`config.mk`:
```
export PLATFORM = sky130hd
export DESIGN_NAME = hspi_top
export DESIGN_NICKNAME = d
export VERILOG_FILES = /design/src/logic/hspi_pkg.sv /design/src/logic/hspi_pins_if.sv /design/src/logic/hspi_top.sv /design/src/logic/hspi_sync.sv
export SDC_FILE = /design/constraint.sdc
export NUM_CORES = 1
export LEC_CHECK = 0
export BUFFER_PORTS_ARGS = -buffer_cell sky130_fd_sc_hd__buf_2
export CAP_MARGIN = 20
export CORE_ASPECT_RATIO = 0.7
export CORE_MARGIN = 2
export CORE_UTILIZATION = 45
export CTS_CLUSTER_SIZE = 24
export DETAILED_ROUTE_END_ITERATION = 7
export GPL_TIMING_DRIVEN = 0
export PLACE_DENSITY = 0.79
export SYNTH_ARGS = -nofsm -noshare
export SYNTH_HDL_FRONTEND = slang
export SYNTH_SLANG_ARGS = --single-unit
```
`constraint.sdc`:
```
create_clock -name i_clk -period 1.6 [get_ports i_clk]
set_input_delay 0.16 -clock i_clk [delete_from_list [all_inputs] [get_ports i_clk]]
set_output_delay 0.16 -clock i_clk [all_outputs]
set_load 0.1 [all_outputs]
```
`src/logic/hspi_pkg.sv`:
```
package hspi_pkg;

    localparam int          HSPI_FRAME_BITS   = 24;
    localparam int          HSPI_CNT_W        = 5;
    localparam int          HSPI_SYNC_STAGES  = 2;
    localparam logic [23:0] HSPI_WORD_RST     = 24'h00_0000;
    localparam logic [4:0]  HSPI_CNT_RST      = 5'h00;
    localparam logic [4:0]  HSPI_CNT_FULL     = 5'h18;
    // host sclk ceiling, mhz; sys clock must sample it at least 10x oversampled
    localparam real         HSPI_SCLK_MAX_MHZ = 12.5;
    localparam real         HSPI_CLK_MHZ      = 125.0;
    localparam int          HSPI_SCLK_MIN_CYC = int'(HSPI_CLK_MHZ / HSPI_SCLK_MAX_MHZ);

    typedef enum logic [1:0]
    {
        HSPI_MODE_SPI_ONLY,
        HSPI_MODE_UART_BREAK,
        HSPI_MODE_UART
    } hspi_mode_t;

endpackage : hspi_pkg

```
`src/logic/hspi_pins_if.sv`:
```
`timescale 1ns/1ps
interface hspi_pins_if;
    logic sclk_s;
    logic csn_s;
    logic sdi_s;
    modport drv (output sclk_s, output csn_s, output sdi_s);
    modport use_ (input sclk_s, input csn_s, input sdi_s);
endinterface : hspi_pins_if

```
`src/logic/hspi_top.sv`:
```
`timescale 1ns/1ps
// Behaviour
// [RULE1] direction high: demodulator on, modulator off
// [RULE2] direction low: modulator on, demodulator off
// [RULE3] host sclk no faster than 12.5 MHz
// [RULE4] sample sdi on sclk fall, 24-bit shifter
// [RULE5] sdo changes on sclk rise, cs low
// [RULE6] sdo tristated until output enable set
// [RULE7] uart break mode: sdo carries irq
// [RULE8] spi-only mode: uart tx carries irq
// [RULE9] cs high: sdo tristate, sdi ignored; code drives sdo with irq in uart break mode when output enable is set
// [RULE10] carrier_detect follows valid carrier presence
// [RULE11] alarm open drain low when asserted
// [RULE12] 24 clocks per frame, act on cs rise
module hspi_top
    import hspi_pkg::*;
(
    input  wire logic        i_clk,
    input  wire logic        i_rst,
    input  wire logic        i_sclk,
    input  wire logic        i_csn,
    input  wire logic        i_sdi,
    input  wire logic        i_modem_dir,
    input  wire logic        i_carrier_valid,
    input  wire logic        i_alarm,
    input  wire logic        i_irq,
    input  wire logic        i_uart_tx_data,
    input  wire logic        i_sdo_en_cfg,
    input  wire hspi_mode_t  i_mode,
    input  wire logic [23:0] i_rd_word,
    output logic             o_sdo,
    output logic             o_sdo_oe,
    output logic             o_uart_tx_pin,
    output logic             o_demod_en,
    output logic             o_mod_en,
    output logic             o_carrier_detect,
    output logic             o_alarm_n_o,
    output logic             o_alarm_n_oe,
    output logic [23:0]      o_word,
    output logic             o_word_vld,
    output logic             o_frame_err
);
    hspi_pins_if pins ();

    hspi_sync u_sync
    (
        .i_clk  (i_clk),
        .i_rst  (i_rst),
        .i_sclk (i_sclk),
        .i_csn  (i_csn),
        .i_sdi  (i_sdi),
        .pins   (pins)
    );

    logic                  dir_m_r;
    logic                  dir_s_r;
    logic                  cd_m_r;
    logic                  cd_s_r;
    logic                  sclk_d_r;
    logic                  csn_d_r;
    logic [23:0]           shift_r;
    logic [23:0]           shift_nxt;
    logic [23:0]           tx_r;
    logic [HSPI_CNT_W-1:0] cnt_r;
    logic                  sclk_fall;
    logic                  sclk_rise;
    logic                  cs_rise;
    logic                  cs_fall;
    logic                  cs_act;

    assign sclk_fall = sclk_d_r & ~pins.sclk_s;
    assign sclk_rise = ~sclk_d_r & pins.sclk_s;
    assign cs_rise   = ~csn_d_r & pins.csn_s;
    assign cs_fall   = csn_d_r & ~pins.csn_s;
    assign cs_act    = ~pins.csn_s;
    assign shift_nxt = {shift_r[22:0], pins.sdi_s};

    always_ff @(posedge i_clk)
    begin
        if (i_rst)
        begin
            sclk_d_r <= 1'b0;
            csn_d_r  <= 1'b1;
        end
        else
        begin
            sclk_d_r <= pins.sclk_s;
            csn_d_r  <= pins.csn_s;
        end
    end

    // modem direction and carrier pins are asynchronous
    always_ff @(posedge i_clk)
    begin
        if (i_rst)
        begin
            dir_m_r <= 1'b0;
            dir_s_r <= 1'b0;
            cd_m_r  <= 1'b0;
            cd_s_r  <= 1'b0;
        end
        else
        begin
            dir_m_r <= i_modem_dir;
            dir_s_r <= dir_m_r;
            cd_m_r  <= i_carrier_valid;
            cd_s_r  <= cd_m_r;
        end
    end

    always_ff @(posedge i_clk)
    begin
        if (i_rst)
        begin
            o_demod_en       <= 1'b0;
            o_mod_en         <= 1'b1;
            o_carrier_detect <= 1'b0;
        end
        else
        begin
            o_demod_en       <= dir_s_r;  // [RULE1]
            o_mod_en         <= ~dir_s_r; // [RULE2]
            o_carrier_detect <= cd_s_r;   // [RULE10]
        end
    end

    // input shifter; sclk assumed within the oversampling budget [RULE3]
    always_ff @(posedge i_clk)
    begin
        if (i_rst)
        begin
            shift_r <= HSPI_WORD_RST;
            cnt_r   <= HSPI_CNT_RST;
        end
        else if (cs_fall)
        begin
            cnt_r <= HSPI_CNT_RST;
        end
        else if (cs_act && sclk_fall) // [RULE9]
        begin
            shift_r <= shift_nxt; // [RULE4]
            if (cnt_r != HSPI_CNT_FULL)
            begin
                cnt_r <= cnt_r + 5'h01;
            end
        end
    end

    // word is released only at frame end; short frames are dropped, long frames release the last 24 bits
    always_ff @(posedge i_clk)
    begin
        if (i_rst)
        begin
            o_word      <= HSPI_WORD_RST;
            o_word_vld  <= 1'b0;
            o_frame_err <= 1'b0;
        end
        else
        begin
            o_word_vld  <= 1'b0;
            o_frame_err <= 1'b0;
            if (cs_rise)
            begin
                if (cnt_r == HSPI_CNT_FULL && !(sclk_fall))
                begin
                    o_word     <= shift_r; // [RULE12]
                    o_word_vld <= 1'b1;    // [RULE12]
                end
                else
                begin
                    o_frame_err <= 1'b1;
                end
            end
        end
    end

    // readback word loaded at frame start, shifted out on rising sclk
    always_ff @(posedge i_clk)
    begin
        if (i_rst)
        begin
            tx_r <= HSPI_WORD_RST;
        end
        else if (cs_fall)
        begin
            tx_r <= i_rd_word;
        end
        else if (cs_act && sclk_rise)
        begin
            tx_r <= {tx_r[22:0], 1'b0}; // [RULE5]
        end
    end

    // sdo pin: data while selected, irq in break mode when deselected
    always_ff @(posedge i_clk)
    begin
        if (i_rst)
        begin
            o_sdo    <= 1'b0;
            o_sdo_oe <= 1'b0;
        end
        else if (!i_sdo_en_cfg)
        begin
            o_sdo    <= 1'b0;
            o_sdo_oe <= 1'b0; // [RULE6]
        end
        else if (cs_act)
        begin
            o_sdo    <= tx_r[23]; // [RULE5]
            o_sdo_oe <= 1'b1;
        end
        else if (i_mode == HSPI_MODE_UART_BREAK)
        begin
            o_sdo    <= i_irq; // [RULE7]
            o_sdo_oe <= 1'b1;
        end
        else
        begin
            o_sdo    <= 1'b0;
            o_sdo_oe <= 1'b0; // [RULE9]
        end
    end

    always_ff @(posedge i_clk)
    begin
        if (i_rst)
        begin
            o_uart_tx_pin <= 1'b1;
        end
        else
        begin
            case (i_mode)
                HSPI_MODE_SPI_ONLY: o_uart_tx_pin <= i_irq; // [RULE8]
                HSPI_MODE_UART:     o_uart_tx_pin <= i_uart_tx_data;
                default:            o_uart_tx_pin <= 1'b1;
            endcase
        end
    end

    // open drain: output value fixed low, enable carries the alarm
    always_ff @(posedge i_clk)
    begin
        if (i_rst)
        begin
            o_alarm_n_o  <= 1'b0;
            o_alarm_n_oe <= 1'b0;
        end
        else
        begin
            o_alarm_n_o  <= 1'b0;
            o_alarm_n_oe <= i_alarm; // [RULE11]
        end
    end

    AST_DIR_DEMOD: assert property (@(posedge i_clk) disable iff (i_rst) // [RULE1]
        dir_s_r |=> o_demod_en && !o_mod_en)
        else $error("demodulator not enabled after direction high");

    AST_DIR_MOD: assert property (@(posedge i_clk) disable iff (i_rst) // [RULE2]
        !dir_s_r |=> o_mod_en && !o_demod_en)
        else $error("modulator not enabled after direction low");

    AST_SHIFT_FALL: assert property (@(posedge i_clk) disable iff (i_rst) // [RULE4]
        cs_act && sclk_fall && !cs_fall |=> shift_r[0] == $past(pins.sdi_s))
        else $error("sdi not captured on falling sclk");

    AST_SDO_HOLD: assert property (@(posedge i_clk) disable iff (i_rst) // [RULE5]
        cs_act && !sclk_rise && !cs_fall |=> $stable(tx_r))
        else $error("output data moved without rising sclk");

    AST_SDO_OFF: assert property (@(posedge i_clk) disable iff (i_rst) // [RULE6]
        !i_sdo_en_cfg |=> !o_sdo_oe)
        else $error("sdo driven while output disabled");

    AST_BREAK_IRQ: assert property (@(posedge i_clk) disable iff (i_rst) // [RULE7]
        i_sdo_en_cfg && !cs_act && i_mode == HSPI_MODE_UART_BREAK |=> o_sdo_oe && o_sdo == $past(i_irq))
        else $error("sdo does not carry irq in break mode");

    AST_TX_IRQ: assert property (@(posedge i_clk) disable iff (i_rst) // [RULE8]
        i_mode == HSPI_MODE_SPI_ONLY |=> o_uart_tx_pin == $past(i_irq))
        else $error("uart tx does not carry irq in spi-only mode");

    AST_CS_HIGH: assert property (@(posedge i_clk) disable iff (i_rst) // [RULE9]
        !cs_act && !cs_fall |=> $stable(shift_r))
        else $error("shifter moved while deselected");

    AST_CD: assert property (@(posedge i_clk) disable iff (i_rst) // [RULE10]
        cd_s_r |=> o_carrier_detect)
        else $error("carrier detect missing");

    AST_ALARM: assert property (@(posedge i_clk) disable iff (i_rst) // [RULE11]
        i_alarm |=> o_alarm_n_oe && !o_alarm_n_o)
        else $error("alarm not pulled low");

    AST_FRAME: assert property (@(posedge i_clk) disable iff (i_rst) // [RULE12]
        o_word_vld |-> $past(cnt_r) == HSPI_CNT_FULL && $past(cs_rise))
        else $error("word released without full frame");

endmodule : hspi_top

```
`src/logic/hspi_sync.sv`:
```
`timescale 1ns/1ps
module hspi_sync
    import hspi_pkg::*;
(
    input  wire logic i_clk,
    input  wire logic i_rst,
    input  wire logic i_sclk,
    input  wire logic i_csn,
    input  wire logic i_sdi,
    hspi_pins_if.drv  pins
);
    logic [2:0] meta_r;
    logic [2:0] sync_r;

    // first stage feeds only the second
    always_ff @(posedge i_clk)
    begin
        if (i_rst)
        begin
            // idle levels: csn high, sclk low, sdi high; avoids a false sclk edge after reset
            meta_r <= 3'h5;
            sync_r <= 3'h5;
        end
        else
        begin
            meta_r <= {i_csn, i_sclk, i_sdi};
            sync_r <= meta_r;
        end
    end

    assign pins.csn_s  = sync_r[2];
    assign pins.sclk_s = sync_r[1];
    assign pins.sdi_s  = sync_r[0];
endmodule : hspi_sync

```
# --- After elaboration in Yosys (flattened, before gate mapping) ---
# Cells that the tools add are included.
word_totals:
  memories: 0
  romBits: 0
  latchBits: 0
  ram_bits: 0
  regBits: 98
  in_bits: 37
op_classes:
  n_mux: 9
  addsub: 1
  n_shift: 0
  n_eq_ne: 4
  reduce_logical: 12
  multipliers: 0
  n_lt_le_gt_ge: 0
  n_bitwise: 12
  n_div: 0
ops:
  columns: ["op", "n"]
  rows:
  - ["$mux W24", 2]
  - ["$not A1 Y1", 8]
  - ["$mux W1", 6]
  - ["$reduce_and A2 Y1", 3]
  - ["$reduce_or A2 Y1", 3]
  - ["$add A5 B1 Y5 const B", 1]
  - ["$eq A5 B5 Y1 const B", 1]
  - ["$ne A5 B5 Y1 const B", 1]
  - ["$and A1 B1 Y1", 4]
  - ["$logic_and A1 B1 Y1", 3]
  - ["$eq A2 B1 Y1 const B", 1]
  - ["$eq A2 B2 Y1 const B", 1]
  - ["$logic_not A2 Y1", 1]
  - ["$pmux W1 S2", 1]
  - ["$reduce_bool A2 Y1", 1]
  - ["$logic_not A1 Y1", 1]

# --- Depth between registers and ports, before layout ---
logic_depth:
  ltp_word: 5
  ltp_mapped: 7
  ltp_nobuf: 5

# --- Cells and area by module ---
# From an unflattened synthesis, not the netlist that was laid out.
hier_totals:
  cells_unflattened: 341
  hier_area_um2: 3718.6
modules_own_cells:
  columns: ["mod", "n_inst", "area_each_um2", "seq_area_each_um2", "cells_per_inst"]
  rows:
  - ["hspi_top", 1, 3560.9, 1841.8, 329]
  - ["hspi_sync", 1, 157.7, 120.1, 12]

# --- Least setup slack after synthesis ---
# OpenSTA, ideal clock, no wires.
synth_timing:
  kind: "register -> register"
  from: "register cnt_r[0]"
  to: "register o_word[0]"
  t_arrival_ps: 1583
  synth_period_minus_slack_ps: 1699
  required_time_ps: 1484
  path_slack_ps: -99
  setup_time_ps: 116
  stages_incl_launch_ff: 8
  path_cell_list: "dfxtp_1 > inv_1 > ha_1 > nand4b_4 > or3_1 > buf_2 > buf_6 > a31o_1"
synth_between:
  elab_chain_len: 3
synth_lines:
  columns: ["element", "line", "source"]
  rows:
  - ["from (decl)", "hspi_top.sv:64", "logic [HSPI_CNT_W-1:0] cnt_r;"]
  - ["from (signal assigned)", "hspi_top.sv:144", "cnt_r <= cnt_r + 5'h01;"]
  - ["$eq A5 B5 Y1", "hspi_top.sv:164", "if (cnt_r == HSPI_CNT_FULL && !(sclk_fall))"]
  - ["$logic_and A1 B1 Y1", "hspi_top.sv:164", null]
  - ["$reduce_and A2 Y1 (no line)", null, null]
  - ["to (signal assigned)", "hspi_top.sv:166", "o_word <= shift_r;"]
  - ["to (decl)", "hspi_top.sv:39", "output logic [23:0] o_word,"]
# Every way passes these cells.
# A chain may end at the register's enable or synchronous reset.

# --- Worst setup path after layout ---
layout_timing:
  from: "register csn_d_r"
  to: "register o_word[13]"
layout_between:
  elab_chain_len: 3
layout_lines:
  columns: ["element", "line", "source"]
  rows:
  - ["from (decl)", "hspi_top.sv:60", "logic csn_d_r;"]
  - ["from (signal assigned)", "hspi_top.sv:88", "csn_d_r <= pins.csn_s;"]
  - ["$not A1 Y1", "hspi_top.sv:73", "assign cs_rise = ~csn_d_r & pins.csn_s;"]
  - ["$and A1 B1 Y1", "hspi_top.sv:73", null]
  - ["$reduce_and A2 Y1 (no line)", null, null]
# Every way passes these cells.

==> summary.md <==
| Metric | Value |
|---|---|
| Critical Path End Type | `register` |
| Commonest non-fill, non-tap cell in the layout | `dfxtp_1` |
| Initial drt markers | `200` |
| IO Count | `71` |
| CTS H-tree depth | `3` |
| DIE WIDTH | `114.6 um` |
| Setup TNS | `-0.2224 ns` |
| Synth Instances | `394` |
| Highest routed layer | `met4` |
| Status | `finished with violations` |
| Gpl congestion | `0.7694` |
| Starting density of the core | `0.4600` |
| Grt total ovfl | `0` |
| GR Util All Layers | `0.2105` |
| Mapped Avg Cell Area | `9.775 um2` |
| Setup slack, reg-to-reg | `-0.04 ns` |
| VDD IR-drop max | `0.5487 mV` |
| Mean routed wirelength per cell | `16.88 um` |
| Worst Tran Pin Value | `0.5207 ns` |
| Post-Syn Area | `3851 um2` |
| Critical path depth | `6` |
| Met3 routed WL | `553 um` |
| Sequential cell area | `1971 um2` |
| Metal1 wirelength | `4550 um` |
| Crit path max fanout | `9` |
| Footprint of the multi-input gates | `1949 um2` |
| Pwr dens | `1022 nW/um2` |
| R2r worst-path depth | `6` |
| Sink Count | `98` |
| Failing checks | `setup timing` |
| Worst-skew pair later-pin latency | `0.34 ns` |
| First-pass GRT wire length | `15,520 um` |
| Util after Layout | `0.6115` |
| Clock Pin Slew Worst Setup and Hold Paths | `0.07 ns` |
| Hold_sp | `i_sdi` |
| Final net count | `522` |
| Die area | `9326 um2` |
| Worst path cell trace | `nand2b_4, buf_6, or3_1, buf_6, buf_6, a31o_4` |
| # rows | `28` |
| Vias per inst | `5.578` |
| LEAKAGE | `1.947 nW` |
| Commonest cells after routing, fill and taps aside | `dfxtp_1 (93), buf_2 (71), nand2_1 (50)` |
| Cells after DPL | `568` |
| Dpl hpwl | `6313 um` |
| Flops & latches, synth | `98` |
| Crit-path most repeated cell | `buf_6` |
| Vias in the first global route | `3,192` |
| Number of max-cap violations | `0` |
| Die Height | `81.40 um` |
| Metal2 WL | `4802 um` |
| Req. time, crit path | `1.84 ns` |
| Clock skew | `0.006433 ns` |
| Endpoints failing hold | `0` |
| Worst flop-to-flop path endpoint | `o_word[13]` |
| 1st-pass router iterations | `4` |
| DRC Markers | `0` |
| Max-slew violations | `0` |
| Routed Antenna Nets | `0` |
| Hold Crit Class | `input port to register` |
| Synth-to-layout area growth | `32.94%` |
| Ant diodes | `0` |
| DP Worst Slack | `-0.1589 ns` |
| Final worst-path cycle share | `1.024` |
| Min Tclk post-route | `1.638 ns` |
| Total nets after synthesis | `433` |
| Critical path type | `register to register` |
| CTS root buf | `clkbuf_16` |
| CTS Buf Count | `9` |
| Crit path from | `csn_d_r` |
| Total Power | `5.235 mW` |
| Via count | `3,308` |
| Delay-heaviest family, CP | `simple AND/OR/NAND/NOR gates` |
| Worst EP arrival | `1.87 ns` |
| Filler Cells Inserted | `670` |
| Antenna violations before repair | `0` |
| Crit path max-delay cell type | `or3_1` |
| Core Area | `8373 um2` |
| R2r startpoint | `csn_d_r` |
| Unique masters post-synth | `34` |
| Max clock buf depth | `2` |
| RSZ-0062 raised after global routing | `true` |
| I/O Buffers | `69` |
| Final setup vio count | `14` |
| Setup ws final | `-0.03780 ns` |
| Crit path to | `o_word[13]` |
| Max transition margin | `0.6529` |
| Crit start category | `register` |
| Max Clock Freq | `610.6 MHz` |
| Sum of buffers and inverters on the critical path | `3` |
| CTS tree | `yes` |
| Max incr delay on CP | `0.38 ns` |
| Syn. warnings | `0` |
| Final cell count without fillers | `593` |
| Seq/Total Area, Yosys | `0.5094` |
| Pin count of the biggest net entering global routing | `17` |
| Fraction of layout cells with a size suffix above 1 | `0.3422` |
| Post-Route WL | `10,010 um` |
==> cells in the mapped netlist <==
master,count,area share
a31o_1,20,0.045
mux2i_1,28,0.073
nor3b_1,1,0.0020
buf_2,11,0.014
nand2b_1,28,0.045
o21ai_0,2,0.0026
ha_1,2,0.0065
a31o_2,4,0.0091
a311oi_1,23,0.052
mux2_2,2,0.0058
and4_1,1,0.0023
nor4b_2,1,0.0039
nand2_1,50,0.049
nor3b_2,1,0.0032
dfxtp_1,98,0.51
a21oi_1,2,0.0026
nand4b_4,1,0.0062
conb_1,1,0.00097
nand3_1,8,0.010
inv_1,5,0.0049
clkbuf_1,24,0.023
a211oi_1,1,0.0020
buf_4,1,0.0020
clkinv_1,1,0.00097
nor2b_1,11,0.018
and3_1,1,0.0016
and4b_1,1,0.0026
or4b_2,1,0.0026
nand4_1,2,0.0032
nor4_1,25,0.041
buf_6,2,0.0058
or2_2,5,0.0081
or3_1,4,0.0065
nor3_1,26,0.034
==> worst min path at each step <==
| stage | endpoint | slack [ns] | depth (start not counted) |
|---|---|---|---|
| 3_5_place_dp | u_sync.meta_r[2] | 0.35 | 2 |
| 5_1_grt | u_sync.meta_r[0] | 0.01 | 2 |
| 3_3_place_gp | u_sync.meta_r[2] | 0.35 | 2 |
| 6_report | u_sync.meta_r[0] | 0.02 | 2 |
| 2_1_floorplan | o_uart_tx_pin | 0.26 | 2 |
| 4_1_cts | u_sync.meta_r[0] | 0.02 | 2 |
==> power by group <==
part	total, mW	internal [mW]	switching, mW
sequential	2.52	2.49	0.0299
clock	2.35	1.42	0.937
combinational	0.361	0.136	0.225
==> logic make-up after synthesis <==
kind of cell             Yosys count  share of synthesized area
AND/OR/NAND/NOR                  167                     0.2391
flip-flops                        98                     0.5094
AO/OA/AOI/OAI                     52                     0.1140
buffers and inverters             44                    0.05133
multiplexers                      30                    0.07862
adder cells (fa/ha/maj)            2                   0.006497
other                              1                  0.0009737
==> state kept, by name (all words and copies together) (netlist names), 3 cells and up <==
register / count
cnt_r: 5
o_word: 24
shift_r: 24
tx_r: 24
u_sync.meta_r: 3
u_sync.sync_r: 3
==> final cells by class <==
type | instances | share of cell area
buffer | 37 | 0.04912
clock inverter | 6 | 0.01735
inverter | 6 | 0.004399
timing repair buffer | 79 | 0.09115
multi-input combinational | 252 | 0.3807
tap | 105 | 0.02566
clock buffer | 10 | 0.04668
sequential | 98 | 0.3849
==> timing repair <==
action,4_1_cts,5_1_grt
gates cloned,2,0
setup endpoints to repair,65,56
hold buffers,1,0
resized for setup,40,40
pin swaps,26,5
setup buffers,6,1
hold endpoints to repair,1,0
==> through the flow <==
stage / hold slack (ns) / instance area [um2]
after floorplan: 0.2637 / 3872
after global placement: 0.3474 / 4349
after detailed placement: 0.3498 / 4349
after CTS: 0.01500 / 4935
after global routing: 0.01183 / 5120
final: 0.01759 / 5120
==> metal layers <==
metal / up-vias / GRT usage
met3: 10 / 0.05672
met1: 1609 / 0.2750
li1: 1599 / -
met2: 90 / 0.3467
met4: 0 / 0.05732
met5: - / 0
No activity file was read; power rests on OpenSTA's default activity.
